<file path="src/rtl/tcpp_pkg.sv">
// Shared types and constants for the Type-C charger power-policy block
package tcpp_pkg;

  // Current figures in units of 100 mA
  localparam logic [5:0] CUR_1A5    = 6'h0f;  // 1.5 A advertisement floor
  localparam logic [5:0] CUR_3A0    = 6'h1e;  // 3.0 A, receptacle ceiling
  localparam logic [5:0] CUR_5A0    = 6'h32;  // 5.0 A, captive cable ceiling
  localparam logic [5:0] CUR_ZERO   = 6'h00;  // Nothing offered

  // Hard resets that must fail before legacy signalling is allowed
  localparam logic [1:0] HR_LIMIT   = 2'h2;
  localparam logic [1:0] HR_STEP    = 2'h1;

  // Advertised Type-C current level on CC
  typedef enum logic [1:0] {
    TCPP_ADV_DEF = 2'h0,                      // Default USB power
    TCPP_ADV_1A5 = 2'h1,                      // 1.5 A
    TCPP_ADV_3A0 = 2'h2                       // 3.0 A
  } tcpp_adv_e;

  // Policy state, Gray coded along detached -> attached -> powered
  typedef enum logic [1:0] {
    TCPP_DETACHED = 2'h0,                     // No sink, VBUS off unless captive with vbus_always
    TCPP_ATTACHED = 2'h1,                     // Sink seen, VBUS ramping
    TCPP_POWERED  = 2'h3,                     // VBUS stable, PD may start
    TCPP_DEAD     = 2'h2                      // Dead battery, sink only
  } tcpp_state_e;

  // Static product configuration
  typedef struct packed {
    logic       captive;                      // Captive cable, not receptacle
    logic       vbus_always;                  // Captive: drive VBUS in any state but TCPP_DEAD
    logic       hub_dfp;                      // Port is a hub downstream port
    logic       charging_ufp;                 // Port is a charging UFP
    logic       hv_cap;                       // Can supply above default VBUS
    logic       swap_cap;                     // Can swap source and sink roles
    logic       bc12_en;                      // BC 1.2 charger present
    logic       prop_en;                      // Proprietary method present
    logic [5:0] supply_max;                   // Supply capability, 100 mA units
    logic [5:0] captive_rating;               // Captive cable rating
  } tcpp_cfg_s;

  // Status and events from the PD protocol engine
  typedef struct packed {
    logic       contract;                     // Explicit contract in place
    logic       data_dfp;                     // Current data role is DFP
    logic       hard_reset;                   // Pulse: hard reset sent
    logic       goodcrc;                      // Pulse: GoodCRC received
    logic       caps_timeout;                 // Pulse: caps got no GoodCRC
    logic       cable_id_valid;               // Discover Identity answered
    logic       cable_marked;                 // Cable is electronically marked
    logic [5:0] cable_rating;                 // Cable current capacity
    logic       vconn_good;                   // VCONN is up
  } tcpp_pd_s;

  // Registered control outputs
  typedef struct packed {
    logic       vbus_en;                      // VBUS switch enable
    logic       vconn_en;                     // VCONN switch enable
    logic       rd_both;                      // Rd on CC1 and CC2
    tcpp_adv_e  adv_level;                    // Rp current level
    logic [5:0] adv_cur;                      // Highest current offered
    logic       bfsk_sel;                     // Use legacy BFSK signalling
    logic       bfsk_hi_ok;                   // BFSK may ask above 1.5 A
    logic       drp_en;                       // Dual-role toggling allowed
    logic       alt_allow;                    // Alternate/accessory modes
    logic       sbu_connect;                  // Sideband pins connected
    logic       prop_allow;                   // Proprietary method allowed
    logic       prop_volt_allow;              // Proprietary voltage change
    logic       pd_only;                      // Contracts via PD only
    logic       drswap_accept;                // Accept data-role swap
    logic       sop_prime_allow;              // May talk to SOP'
    logic       pd_start_ok;                  // VBUS stable, PD may start
  } tcpp_ctl_s;

endpackage : tcpp_pkg

</file>
<file path="src/rtl/tcpp_policy.sv">
// Power-policy control for a Type-C charger port
//
// Contract
// [RL1] BFSK only after two failed hard resets
// [RL2] BFSK above 1.5 A needs VCONN, rated cable
// [RL3] Hub downstream ports never dual-role
// [RL4] Hub ports: no alt modes, SBU open
// [RL5] Source always advertises Type-C current
// [RL6] High voltage or swap: PD contracts only
// [RL7] Above 3 A: discover cable identity
// [RL8] Receptacle VBUS follows attach and detach
// [RL9] Receptacle caps at 3 A unless cable
// [RL10] Captive cable may drive VBUS anytime
// [RL11] Captive advertises cable rating, max 5 A
// [RL12] Proprietary method sets current only
// [RL13] Sink proprietary never redefines voltage
// [RL14] Charging UFP: PD and DR_Swap accepted
// [RL15] Dead battery: Rd both pins, UFP
// [RL16] Charged dead-battery system may request DR_Swap
// [RL17] Marked cable answers SOP' identity
// [RL18] SOP' limited to DFP after contract
// [RL19] Unpowered cable never disturbs CC
// [RL20] Contract means 1.5 A or 3 A advertised
// [RL21] BC 1.2 at 1.5 A advertises 1.5 A
// [RL22] Proprietary 3 A source advertises 3 A
// [RL23] VBUS switched from debounced inputs only
`timescale 1ns/1ps

module tcpp_policy (
  input  wire logic              mclk,             // 40 MHz system clock
  input  wire logic              rst_b,            // Async reset, active low
  input  wire tcpp_pkg::tcpp_cfg_s cfg,            // Product configuration
  input  wire tcpp_pkg::tcpp_pd_s  pd,             // PD engine status
  input  wire logic              sink_attached,    // Debounced sink attach
  input  wire logic              sink_open,        // Debounced detach
  input  wire logic              vbus_good,        // VBUS within range
  input  wire logic              dead_batt,        // Battery is dead
  input  wire logic              charge_ok,        // Battery charged enough
  input  wire logic [5:0]        bfsk_want,        // Current BFSK would ask
  output tcpp_pkg::tcpp_ctl_s    ctl,              // Registered controls
  output logic                   disc_id_req,      // Pulse: query cable
  output logic                   drswap_req        // Pulse: request DR_Swap
);

  // Policy state and its next value
  tcpp_pkg::tcpp_state_e state_r;
  tcpp_pkg::tcpp_state_e state_nxt;
  logic [1:0]            hr_cnt_r;         // Failed hard resets seen
  logic                  bfsk_r;           // Legacy signalling selected
  logic                  disc_done_r;      // Identity already queried
  logic                  was_dead_r;       // Came up from dead battery
  logic                  charge_ok_d_r;    // Previous charge_ok
  logic                  disc_req_r;       // Registered query pulse
  logic                  drswap_req_r;     // Registered swap pulse
  tcpp_pkg::tcpp_ctl_s   ctl_r;            // Output register
  tcpp_pkg::tcpp_ctl_s   ctl_nxt;          // Output next value
  logic [5:0]            cap_cur;          // Current ceiling now allowed
  logic                  detach_seen;      // Sink gone or never there

  // Smaller of two current figures
  function automatic logic [5:0] cur_min(input logic [5:0] a, input logic [5:0] b);
    cur_min = (a < b) ? a : b;
  endfunction : cur_min

  // Rp level for a current ceiling; a contract forbids the default level
  function automatic tcpp_pkg::tcpp_adv_e adv_of(input logic [5:0] cur,
                                                 input logic       in_contract);
    if (cur >= tcpp_pkg::CUR_3A0) begin
      adv_of = tcpp_pkg::TCPP_ADV_3A0;               // RL22
    end else if (cur >= tcpp_pkg::CUR_1A5 || in_contract) begin
      adv_of = tcpp_pkg::TCPP_ADV_1A5;               // RL20
    end else begin
      adv_of = tcpp_pkg::TCPP_ADV_DEF;               // RL21
    end
  endfunction : adv_of

  // Detach is the debounced open level, or no attach at all
  assign detach_seen = sink_open | ~sink_attached;

  // Next policy state, driven by debounced CC levels, vbus_good and dead_batt
  always_comb begin
    state_nxt = state_r;
    case (state_r)
      tcpp_pkg::TCPP_DETACHED: begin
        if (dead_batt) begin
          state_nxt = tcpp_pkg::TCPP_DEAD;           // RL15
        end else if (sink_attached && !sink_open) begin
          state_nxt = tcpp_pkg::TCPP_ATTACHED;       // RL23
        end
      end
      tcpp_pkg::TCPP_ATTACHED: begin
        if (dead_batt) begin
          state_nxt = tcpp_pkg::TCPP_DEAD;
        end else if (detach_seen) begin
          state_nxt = tcpp_pkg::TCPP_DETACHED;       // RL8
        end else if (vbus_good) begin
          state_nxt = tcpp_pkg::TCPP_POWERED;
        end
      end
      tcpp_pkg::TCPP_POWERED: begin
        if (dead_batt) begin
          state_nxt = tcpp_pkg::TCPP_DEAD;
        end else if (detach_seen) begin
          state_nxt = tcpp_pkg::TCPP_DETACHED;       // RL8
        end
      end
      tcpp_pkg::TCPP_DEAD: begin
        // Stay a sink until the battery can carry the system
        if (!dead_batt) begin
          state_nxt = tcpp_pkg::TCPP_DETACHED;
        end
      end
      default: begin
        state_nxt = tcpp_pkg::TCPP_DETACHED;
      end
    endcase
  end

  // State register
  always_ff @(posedge mclk or negedge rst_b) begin
    if (!rst_b) begin
      state_r <= tcpp_pkg::TCPP_DETACHED;
    end else begin
      state_r <= state_nxt;
    end
  end

  // Local copy so the comparison width is explicit
  localparam logic [1:0] HR_LIMIT_L = tcpp_pkg::HR_LIMIT;

  // Hard reset tally; any GoodCRC proves BMC works and restarts it
  always_ff @(posedge mclk or negedge rst_b) begin
    if (!rst_b) begin
      hr_cnt_r <= 2'h0;
    end else if (state_r == tcpp_pkg::TCPP_DETACHED || pd.goodcrc) begin
      hr_cnt_r <= 2'h0;
    end else if (pd.hard_reset && hr_cnt_r < HR_LIMIT_L) begin
      hr_cnt_r <= hr_cnt_r + tcpp_pkg::HR_STEP;      // RL1
    end
  end

  // Legacy BFSK selection; set wins over the detach clear
  always_ff @(posedge mclk or negedge rst_b) begin
    if (!rst_b) begin
      bfsk_r <= 1'b0;
    end else if (pd.caps_timeout && hr_cnt_r >= HR_LIMIT_L) begin
      bfsk_r <= 1'b1;                                // RL1
    end else if (state_r == tcpp_pkg::TCPP_DETACHED) begin
      bfsk_r <= 1'b0;
    end
  end

  // Cable identity query, once per attach, only for supplies above 3 A
  always_ff @(posedge mclk or negedge rst_b) begin
    if (!rst_b) begin
      disc_done_r <= 1'b0;
      disc_req_r  <= 1'b0;
    end else begin
      disc_req_r <= 1'b0;
      if (state_r == tcpp_pkg::TCPP_DETACHED) begin
        disc_done_r <= 1'b0;
      end else if (state_r == tcpp_pkg::TCPP_POWERED && !disc_done_r &&
                   cfg.supply_max > tcpp_pkg::CUR_3A0 && ctl_r.sop_prime_allow) begin
        disc_req_r  <= 1'b1;                         // RL7
        disc_done_r <= 1'b1;
      end
    end
  end

  // Remember a dead-battery start and ask for the DFP role once charged
  always_ff @(posedge mclk or negedge rst_b) begin
    if (!rst_b) begin
      was_dead_r    <= 1'b0;
      charge_ok_d_r <= 1'b0;
      drswap_req_r  <= 1'b0;
    end else begin
      charge_ok_d_r <= charge_ok;
      drswap_req_r  <= 1'b0;
      if (state_r == tcpp_pkg::TCPP_DEAD) begin
        was_dead_r <= 1'b1;
      end else if (was_dead_r && charge_ok && !charge_ok_d_r && pd.contract) begin
        drswap_req_r <= 1'b1;                        // RL16
        was_dead_r   <= 1'b0;
      end
    end
  end

  // Current ceiling: captive cable rating, else 3 A until the cable is known
  always_comb begin
    if (cfg.captive) begin
      cap_cur = cur_min(cur_min(cfg.captive_rating, tcpp_pkg::CUR_5A0),
                        cfg.supply_max);             // RL11
    end else if (pd.cable_id_valid) begin
      cap_cur = cur_min(pd.cable_rating, cfg.supply_max);  // RL9
    end else begin
      cap_cur = cur_min(cfg.supply_max, tcpp_pkg::CUR_3A0); // RL9
    end
  end

  // Output decisions for the next cycle
  always_comb begin
    ctl_nxt = '0;
    // VBUS: receptacle follows attach; captive may run it freely
    ctl_nxt.vbus_en = (state_r == tcpp_pkg::TCPP_ATTACHED ||
                       state_r == tcpp_pkg::TCPP_POWERED) && !detach_seen; // RL8 RL23
    if (cfg.captive && cfg.vbus_always && state_r != tcpp_pkg::TCPP_DEAD) begin
      ctl_nxt.vbus_en = 1'b1;                        // RL10
    end
    // Dead battery presents Rd on both pins and sources nothing
    ctl_nxt.rd_both = (state_r == tcpp_pkg::TCPP_DEAD); // RL15
    // VCONN once powered, so the cable can be queried or checked
    ctl_nxt.vconn_en = (state_r == tcpp_pkg::TCPP_POWERED); // RL2
    // Rp level always present on a source; PD contract keeps it non-default
    if (ctl_nxt.vbus_en) begin
      ctl_nxt.adv_level = adv_of(cap_cur, pd.contract); // RL5 RL20
      ctl_nxt.adv_cur   = cap_cur;
    end else begin
      ctl_nxt.adv_level = tcpp_pkg::TCPP_ADV_DEF;
      ctl_nxt.adv_cur   = tcpp_pkg::CUR_ZERO;
    end
    // BC 1.2 below 1.5 A stays at default while no contract is in place
    if (cfg.bc12_en && !pd.contract && cap_cur < tcpp_pkg::CUR_1A5) begin
      ctl_nxt.adv_level = tcpp_pkg::TCPP_ADV_DEF;    // RL21
    end
    // Legacy signalling and its high-current gate
    ctl_nxt.bfsk_sel   = bfsk_r;                     // RL1
    ctl_nxt.bfsk_hi_ok = bfsk_r && pd.vconn_good && pd.cable_marked &&
                         pd.cable_id_valid && pd.cable_rating >= bfsk_want; // RL2
    // Hub downstream ports: fixed source and host, no modes, SBU open
    ctl_nxt.drp_en      = !cfg.hub_dfp && (cfg.charging_ufp || cfg.swap_cap); // RL3
    ctl_nxt.alt_allow   = !cfg.hub_dfp;              // RL4
    ctl_nxt.sbu_connect = !cfg.hub_dfp;              // RL4
    // High voltage or role swapping forces PD-only contracts
    ctl_nxt.pd_only    = cfg.hv_cap || cfg.swap_cap || cfg.charging_ufp; // RL6 RL14
    ctl_nxt.prop_allow = cfg.prop_en && !ctl_nxt.pd_only && !pd.contract; // RL6 RL12
    // Proprietary methods never alter voltage, on source or sink side
    ctl_nxt.prop_volt_allow = 1'b0;                  // RL12 RL13
    ctl_nxt.drswap_accept   = cfg.charging_ufp;      // RL14
    // SOP' open to a charging UFP only before a contract
    ctl_nxt.sop_prime_allow = pd.data_dfp ||
                              (cfg.charging_ufp && !pd.contract); // RL18
    // PD waits for stable VBUS; an unpowered cable is not queried
    ctl_nxt.pd_start_ok = (state_r == tcpp_pkg::TCPP_POWERED) && vbus_good; // RL19
  end

  // Output register, so every control is glitch free
  always_ff @(posedge mclk or negedge rst_b) begin
    if (!rst_b) begin
      ctl_r <= '0;
    end else begin
      ctl_r <= ctl_nxt;
    end
  end

  assign ctl         = ctl_r;
  assign disc_id_req = disc_req_r;                   // RL17 answer awaited via pd
  assign drswap_req  = drswap_req_r;

endmodule : tcpp_policy

</file>
<file path="config.mk">
export PLATFORM = sky130hd
export DESIGN_NAME = tcpp_policy
export DESIGN_NICKNAME = d
export VERILOG_FILES = /design/src/rtl/tcpp_pkg.sv /design/src/rtl/tcpp_policy.sv
export SDC_FILE = /design/constraint.sdc
export NUM_CORES = 1
export LEC_CHECK = 0
export ABC_AREA = 1
export BUFFER_PORTS_ARGS = -buffer_cell sky130_fd_sc_hd__buf_2
export CAP_MARGIN = 20
export CORE_MARGIN = 4
export CORE_UTILIZATION = 50
export CTS_CLUSTER_DIAMETER = 50
export DETAILED_ROUTE_END_ITERATION = 8
export GPL_ROUTABILITY_DRIVEN = 1
export HOLD_SLACK_MARGIN = 0.1
export PLACE_DENSITY = 0.92
export SLEW_MARGIN = 5
export SYNTH_ARGS = -nofsm -noshare
export SYNTH_HDL_FRONTEND = slang
export SYNTH_SLANG_ARGS = --single-unit
</file>
<file path="constraint.sdc">
create_clock -name mclk -period 2.5 [get_ports mclk]
set_clock_uncertainty 0.2 [all_clocks]
set_input_delay 0.375 -clock mclk [delete_from_list [all_inputs] [get_ports mclk]]
set_output_delay 0.375 -clock mclk [all_outputs]
set_load 0.01 [all_outputs]
</file>
---- After elaboration in Yosys (flattened, before gate mapping) ----
Index checks and enable logic that the tools add are counted.
storage, ports and cells
  logic and storage cells ................. 119
  bits in registers ....................... 30
cells by class
  equal/unequal tests ..................... 8
  bitwise logic cells ..................... 2
  magnitude comparators ................... 11
  multiplexer cells ....................... 32
  reduce and logical (&&, ||, !) cells .... 43
  $add $sub $neg .......................... 1
operators by type and width
  kind                 number
  $mux 6               6
  $mux 2               12
  $logic_and 1x1->1    23
  $lt 6x6->1           2
  $mux 1               12
  $mux 8               1
  $pmux 2 s4           1
  $reduce_bool 2->1    4
  $logic_not 1->1      7
  $logic_or 1x1->1     7
  $ge 6x4->1 const B   1
  $ge 6x5->1 const B   1
  $ge 6x6->1           1
  $gt 6x5->1 const B   1
  $lt 6x4->1 const B   1
  $lt 6x5->1 const B   1
  $lt 6x6->1 const B   1
  $eq 2x2->1 const B   2
  $ne 2x2->1 const B   2
  $ne 4x4->1 const B   1
  $reduce_and 4->1     1
  $ne 3x2->1 const B   1
  $ne 3x3->1 const B   1
  $add 2x1->2 const B  1
  other kinds (6)      6

---- Depth between registers and ports, before layout ----
Gate-level depths: netlist (run 1).
  depth in word-level cells ............... 11
  mapped depth ............................ 17

---- Worst setup path before layout (run 1) ----
OpenSTA, ideal clock, no wires.
  kind .................................... input -> register
  start ................................... in cfg[5] (netlist name)
  end ..................................... reg ctl_r, in the netlist ctl[17]
  cell stages on the path ................. 15
  arrival ................................. 1.937 ns
  setup slack ............................. 0.294 ns
  buffers on the path ..................... 0
  path through ............................ nand2_1 -> inv_2 -> nor2_1 -> ha_1 -> a21oi_2 -> nor2_1 -> a211oi_4 -> nand3_1 -> nand3_2 -> nand2_2 -> nor2_4 -> nand2_1 -> nand2_1 -> nand2_1 -> nor2_2
RTL lines
  element               line                source
  from (decl)           tcpp_policy.sv:32   input wire tcpp_pkg::tcpp_cfg_s cfg,
  to (signal assigned)  tcpp_policy.sv:251  ctl_r <= ctl_nxt;
  to (decl)             tcpp_policy.sv:55   tcpp_pkg::tcpp_ctl_s ctl_r;

==> impl_metrics.yaml, run 1 <==
grt:
  grt_max_degree: 31
  grt_pass1_vias: 1715
  antenna_found_initial: 0
  grt_util_all_layers_pct: 18.1
  grt_pass1_wl_um: 7360
  overflow: 0
power:
  p_seq_share_pct: 40.4
  ir_drop_mv: 0.444
  p_int_w: 0.000983
  combPwrFrac_pct: 33.2
  power_density_nw_per_um2: 593
  p_switching_w: 0.000506
  pwr-share-clk_pct: 26.4
  p_leak_nw: 1.47
  switching_share_pct: 34.0
floorplanning:
  start_util_pct: 52.9
  die-area_um2: 5040
  coreArea_um2: 3740
  die_x_um: 71.0
  rows: 22
  die_h_um: 71.0
  ioPinCount: 71
critical_path:
  cp-start-kind: "input pin"
  path_max_fanout: 7
  required_ps: 2470
  end_kind: "flip-flop"
  path_class: "input pin to flip-flop"
  arrival_ps: 2230
clocking:
  clock_latency_ps: 280
  htreeDepth: 2
  cts_tree: "done"
  root_buffer: "clkbuf_8"
  cts_buffers: 5
  cts_sinks: 30
  clk_pin_slew_worst_paths_ps: 60
  cts_buffer_depth: 2
  post_cts_buffers: 0
timing:
  fmax_mhz: 443
  setup_viol: 0
  finalCriticalPeriod_ps: 2260
  hold_ws_ps: 104
  worst_pin_slew_ps: 625
  rsz0062_at_grt: "no"
  drv_slew: 0
  timing_hold_violations_final: 0
  max_slew_margin_pct: 58.3
  fin_crit_sh_pct: 90.2
synthesis:
  synth_area_per_cell_um2: 7.90
  yosysMostFrequentCell: "nand2_1"
  synth_adder_area_share_pct: 10.7
  synth_cell_type_count: 34
  synth_edf_count: 0
  synth_compound_area_share_pct: 13.3
  synth_seq_cells: 30
  syn_nets: 315
  netlist_instances: 251
  synth_top_area_share_pct: 37.9
  synthSimpleGateAreaFrac_pct: 27.7
  synthTopCellsByCount: "nand2_1, inv_1, dfrtp_1"
  yosysWarnings: 0
  synth-xor-area-share_pct: 0
  synth.cell_area_um2: 1980
  synth_mux_area_share_pct: 0
  synth-main-ff-cell: "dfrtp_1"
  synth_top_family_by_area: "simple AND/OR/NAND/NOR gates"
  synthArstFlopShare_pct: 100
  ys_seq_area_share_pct: 37.9
  yosysTopAreaCell: "dfrtp_1"
  ys_top_cells_by_area: "dfrtp_1, ha_1, nand2_1"
routing:
  drt-initial-drc-count: 76
  wl_per_cell_um: 11.7
  firstDrtPassIters: 5
  finalWirelength_um: 4390
  drc: 0
  vias_per_cell: 4.92
  routed-via-count: 1854
  antenna_left: 0
cells_and_area:
  nets: 392
  num-fill-cells: 318
  diodes: 0
  register_area_um2: 751
  syn_to_final_growth_pct: 26.6
  final_core_util_pct: 67.0
  drive_gt1_share_pct: 32.5
  multi_input_comb_area_um2: 1030
place:
  port-buffer-count: 68
  place_hpwl_um: 3700
  place.gp.congestion: 0.946
status:
  status: "finished, final reports clean"
worst_hold_path:
  worst_hold_path_type: "input pin to flip-flop"
run:
  maxCapViolations: 0
-- worst paths after layout --
path                       cells past startpoint              startpoint                      to  slack (ps)
hold reg to reg                                0      bfsk_r$_DFFE_PN0P_       ctl[10]$_DFF_PN0_         220
max in group asynchronous                      2                   rst_b  state_r[0]$_DFFE_PN0P_        1240
hold / removal                                 2                  pd[12]        ctl[1]$_DFF_PN0_         100
setup reg to reg                               7  state_r[1]$_DFFE_PN0P_  state_r[1]$_DFFE_PN0P_         880
setup / recovery                              18                  cfg[5]       ctl[17]$_DFF_PN0_         240
min in group asynchronous                      2                   rst_b       ctl[15]$_DFF_PN0_         450
-- power by group through the flow --
stage                     combinational (W)  sequential [W]  clock, W
after detailed placement           0.000491        0.000611         0
after floorplan                    0.000291        0.000637         0
after CTS                          0.000500        0.000602  0.000408
after global placement             0.000472        0.000608         0
after global routing               0.000559        0.000614  0.000431
final                              0.000494        0.000601  0.000394
-- state kept, by name, summed over array words and instances (netlist names) --
register	flops
disc_done_r	1
bfsk_r	1
state_r	2
drswap_req	1
hr_cnt_r	2
ctl	20
charge_ok_d_r	1
disc_id_req	1
was_dead_r	1
-- cells in the final DEF, fill, tap and decap left out, types with 2 or more instances in the layout --
master         count
inv_1             42
a21oi_2            2
nand2_4            3
nand2_2           10
o21a_1             5
nand3_1           15
buf_2             68
nand4_1            2
a21oi_1            8
dfrtp_1           30
clkbuf_8           6
buf_4              3
nand2_1           46
ha_1              17
a31oi_1            2
o21ai_0            9
nor2_4             2
nand3_2            2
dlygate4sd3_1      4
nor2_1            29
a21boi_0           2
nor3_1             3
inv_2              4
-- area by class of cell --
cell class	count	area share (%)
timing repair buffer	75	16.1
tap	48	2.39
multi-input combinational	170	41.0
inverter	46	6.88
clock buffer	6	3.29
sequential	30	29.9
clock inverter	2	0.499
-- metal layers --
| metal | GRT usage (%) | wire (um) |
|---|---|---|
| met2 | 33.3 | 2290 |
| met5 | 0 | 0 |
| met1 | 21.6 | 1740 |
| met3 | 3.69 | 339 |
| met4 | 4.18 | 29 |
-- kinds of logic after synthesis --
logic type	Yosys count
other	1
adders and majority gates	17
AOI/OAI and AO/OA	36
buffers and inverters	51
and+or+nand+nor	116
DFF	30
-- critical path, cell delays in order --
cell,delay [ps]
buf_2,110
nand2_1,70
inv_2,40
nor2_1,170
ha_1,300
a21oi_2,140
nor2_1,80
a211oi_4,170
buf_4,190
nand2_4,80
nand2_1,60
nand2_1,60
nand2_1,70
nand3_1,60
nor2_1,100
nand2_1,60
nand2_1,70
nor2_2,30
-- repair_timing --
item                      4_1_cts  5_1_grt
hold endpoints to repair       34        0
gates resized for setup         0        0
hold buffers                    4        0
-- through the flow --
step / total power, W / setup TNS, ps / setup slack, ps / area [um^2] / std cells
after floorplan: 0.000927 / 0 / 294 / 1980 / 251
after global placement: 0.00108 / 0 / 65.8 / 2370 / 365
after detailed placement: 0.00110 / -36.1 / -33.8 / 2370 / 365
after CTS: 0.00151 / 0 / 250 / 2510 / 377
after global routing: 0.00160 / 0 / 74.2 / 2510 / 377
final: 0.00149 / 0 / 244 / 2510 / 377
Note: power is estimated with default switching activity, not from simulation.
==> run 2, diff against run 1 <==
--- a/config.mk
+++ b/config.mk
@@ -5,7 +5,6 @@
 export SDC_FILE = /design/constraint.sdc
 export NUM_CORES = 1
 export LEC_CHECK = 0
-export ABC_AREA = 1
 export BUFFER_PORTS_ARGS = -buffer_cell sky130_fd_sc_hd__buf_2
 export CAP_MARGIN = 20
 export CORE_MARGIN = 4
@@ -14,8 +13,9 @@
 export DETAILED_ROUTE_END_ITERATION = 8
 export GPL_ROUTABILITY_DRIVEN = 1
 export HOLD_SLACK_MARGIN = 0.1
-export PLACE_DENSITY = 0.92
+export PLACE_DENSITY = 0.94
 export SLEW_MARGIN = 5
 export SYNTH_ARGS = -nofsm -noshare
 export SYNTH_HDL_FRONTEND = slang
 export SYNTH_SLANG_ARGS = --single-unit
+export TNS_END_PERCENT = 5
==> run 2 against run 1 <==
  * The run now ends with setup timing left
  * Synthesized area down 11%
  * Non-clock buffer count up 30
  * Cell count down 14%
  * First-iteration DRC count up 59%
==> impl_metrics.yaml, run 2 <==
floorplanning:
  die_h_um: 67.4
  die_x_um: 67.4
  coreArea_um2: 3360
  rows: 21
  ioPinCount: 71
  start_util_pct: 52.5
  die-area_um2: 4540
routing:
  routed-via-count: 1721
  drt-initial-drc-count: 121
  firstDrtPassIters: 4
  antenna_left: 0
  finalWirelength_um: 4910
  drc: 0
  vias_per_cell: 5.30
  wl_per_cell_um: 15.1
cells_and_area:
  drive_gt1_share_pct: 41.6
  design_area_um2: 2530
  final_core_util_pct: 75.1
  final_cell_mix: "buf_2, dfrtp_1, buf_4"
  syn_to_final_growth_pct: 43.3
  diodes: 0
  nets: 343
  final_common_cell: "buf_2"
  num-fill-cells: 255
  largest_reg_flops: 20
clocking:
  clk_pin_slew_worst_paths_ps: 90
  clock_latency_ps: 320
  cts_buffer_depth: 2
  root_buffer: "clkbuf_4"
  cts_buffers: 5
  cts_tree: "done"
  htreeDepth: 2
  cts_sinks: 30
synthesis:
  synth-main-ff-cell: "dfrtp_1"
  synth_cell_type_count: 48
  synthTopCellsByCount: "dfrtp_1, inv_1, ha_1"
  yosysMostFrequentCell: "dfrtp_1"
  ys_seq_area_share_pct: 42.6
  ys_top_cells_by_area: "dfrtp_1, ha_1, inv_1"
  synth_seq_cells: 30
  yosysWarnings: 0
  synth.cell_area_um2: 1760
  yosysTopAreaCell: "dfrtp_1"
  synth_area_per_cell_um2: 10.3
  synth_top_area_share_pct: 42.6
  netlist_instances: 172
  synth_edf_count: 0
  syn_nets: 236
  synthArstFlopShare_pct: 100
place:
  postPlaceCellArea_um2: 2320
  place_hpwl_um: 3680
  port-buffer-count: 68
  place.gp.congestion: 0.884
  dp_slack_ps: -398
critical_path:
  rr_startpoint: "state_r[1]$_DFFE_PN0P_"
  cp_top_family: "compound AO/OA/AOI/OAI gates"
  crit_start: "cfg[9]"
  worstSetupEndpoint: "ctl[17]$_DFF_PN0_"
  crit_chain: "buf_2 > inv_1 > ha_1 > a211o_1 > o211ai_1 > o211ai_2 > mux2_4 > a221o_2 > a41o_1 > o2111a_1"
  worst-path-buf-inv: 2
  rr_worst_depth: 3
  cpPeakStageDelay_ps: 350
  path_max_fanout: 2
  cp.depth: 10
  arrival_ps: 2550
  cp-start-kind: "input pin"
  r2r_end: "was_dead_r$_DFFE_PN0P_"
  end_kind: "flip-flop"
  required_ps: 2510
  path_class: "input pin to flip-flop"
  rrSetupSlack_ps: 1020
  crit_slowest_cell: "a221o_2"
status:
  violations: "setup timing"
  status: "finished with violations"
power:
  pwr-share-clk_pct: 23.3
  power_density_nw_per_um2: 428
  p_switching_w: 0.000310
  p_seq_share_pct: 47.6
  combPwrFrac_pct: 29.0
  p_int_w: 0.000770
  switching_share_pct: 28.7
  p_leak_nw: 1.42
  ir_drop_mv: 0.280
timing:
  finalCriticalPeriod_ps: 2540
  timing_hold_violations_final: 0
  fin_crit_sh_pct: 101
  max_slew_margin_pct: 58.4
  rsz0062_at_grt: "yes"
  setup_viol: 1
  drv_slew: 0
  worst_pin_slew_ps: 623
  hold_ws_ps: 134
  fmax_mhz: 394
  setup_slack_ps: -36.0
  tns_ps: -36.0
worst_hold_path:
  worst_hold_path_type: "input pin to flip-flop"
grt:
  grt_util_all_layers_pct: 23.3
  grt_pass1_vias: 1776
  grt_pass1_wl_um: 7780
  overflow: 0
  grt_max_degree: 31
  antenna_found_initial: 0
run:
  maxCapViolations: 0
[run 2: cell types whose count changed after synthesis, moves of 7 or more]
cell / delta
nor2_1: -14
nand2_1: -39
mux2i_1: +7
nand3_1: -15
nand2_2: -10
inv_1: -22
[run 2: cell type report]
class	count	area (um^2)	share of cell area, %
Clock buffer	7	45.0	1.78
Inverter	20	75.1	2.97
Multi-Input combinational cell	117	933	36.9
Sequential cell	30	751	29.7
Tap cell	46	57.6	2.28
Timing Repair Buffer	105	666	26.3
[run 2: metal layers]
layer  GRT usage, %  vias up  wire (um)
met5              0        -          0
met3           5.66       22        341
met1           24.3      796       1830
li1               -      821          -
met2           43.4       82       2550
met4           10.6        0        186
[run 2: cell families (layout without fill, tap and decap cells)]
group,count (synthesis),in the layout,share of synthesized area [%]
fa+ha+maj,17,17,12.1
xor+xnor,1,1,0.497
mux,9,9,5.25
compound gates,38,38,16.9
flops,30,30,42.6
buf+inv,25,132,6.45
other cells,1,1,0.213
simple gates,51,51,16.1
[run 2: how the worst min path moves through the flow]
stage / start / endpoint / cells past startpoint
6_report: vbus_good / ctl[0]$_DFF_PN0_ / 2
5_1_grt: vbus_good / ctl[0]$_DFF_PN0_ / 2
3_3_place_gp: bfsk_r$_DFFE_PN0P_ / ctl[10]$_DFF_PN0_ / 0
2_1_floorplan: rst_b / bfsk_r$_DFFE_PN0P_ / 0
4_1_cts: vbus_good / ctl[0]$_DFF_PN0_ / 2
3_5_place_dp: bfsk_r$_DFFE_PN0P_ / ctl[10]$_DFF_PN0_ / 0
[run 2: worst register-to-register path, stage by stage (launching register included)]
cell and delay [ps]:
dfrtp_1 450, nor2b_1 210, nor4_1 390, nor2_1 100
[run 2: what timing repair did]
action,CTS,global route
pin swaps,2,1
hold buffers,14,0
hold endpoints to repair,44,0
endpoints found under the setup margin,1,2
buffers inserted,1,0
gates resized for setup,2,1
[run 2: power groups by stage]
stage               Combinational [W]  Sequential (W)  Clock, W
floorplan                    0.000146        0.000531         0
detailed placement           0.000283        0.000524         0
global placement             0.000271        0.000523         0
CTS                          0.000305        0.000514  0.000254
finish                       0.000313        0.000515  0.000252
global route                 0.000343        0.000517  0.000288
[run 2: per-stage QoR]
step           power (W)  instances
6_report         0.00108        325
3_3_place_gp    0.000794        303
2_1_floorplan   0.000677        172
4_1_cts          0.00107        325
3_5_place_dp    0.000807        303
5_1_grt          0.00115        325
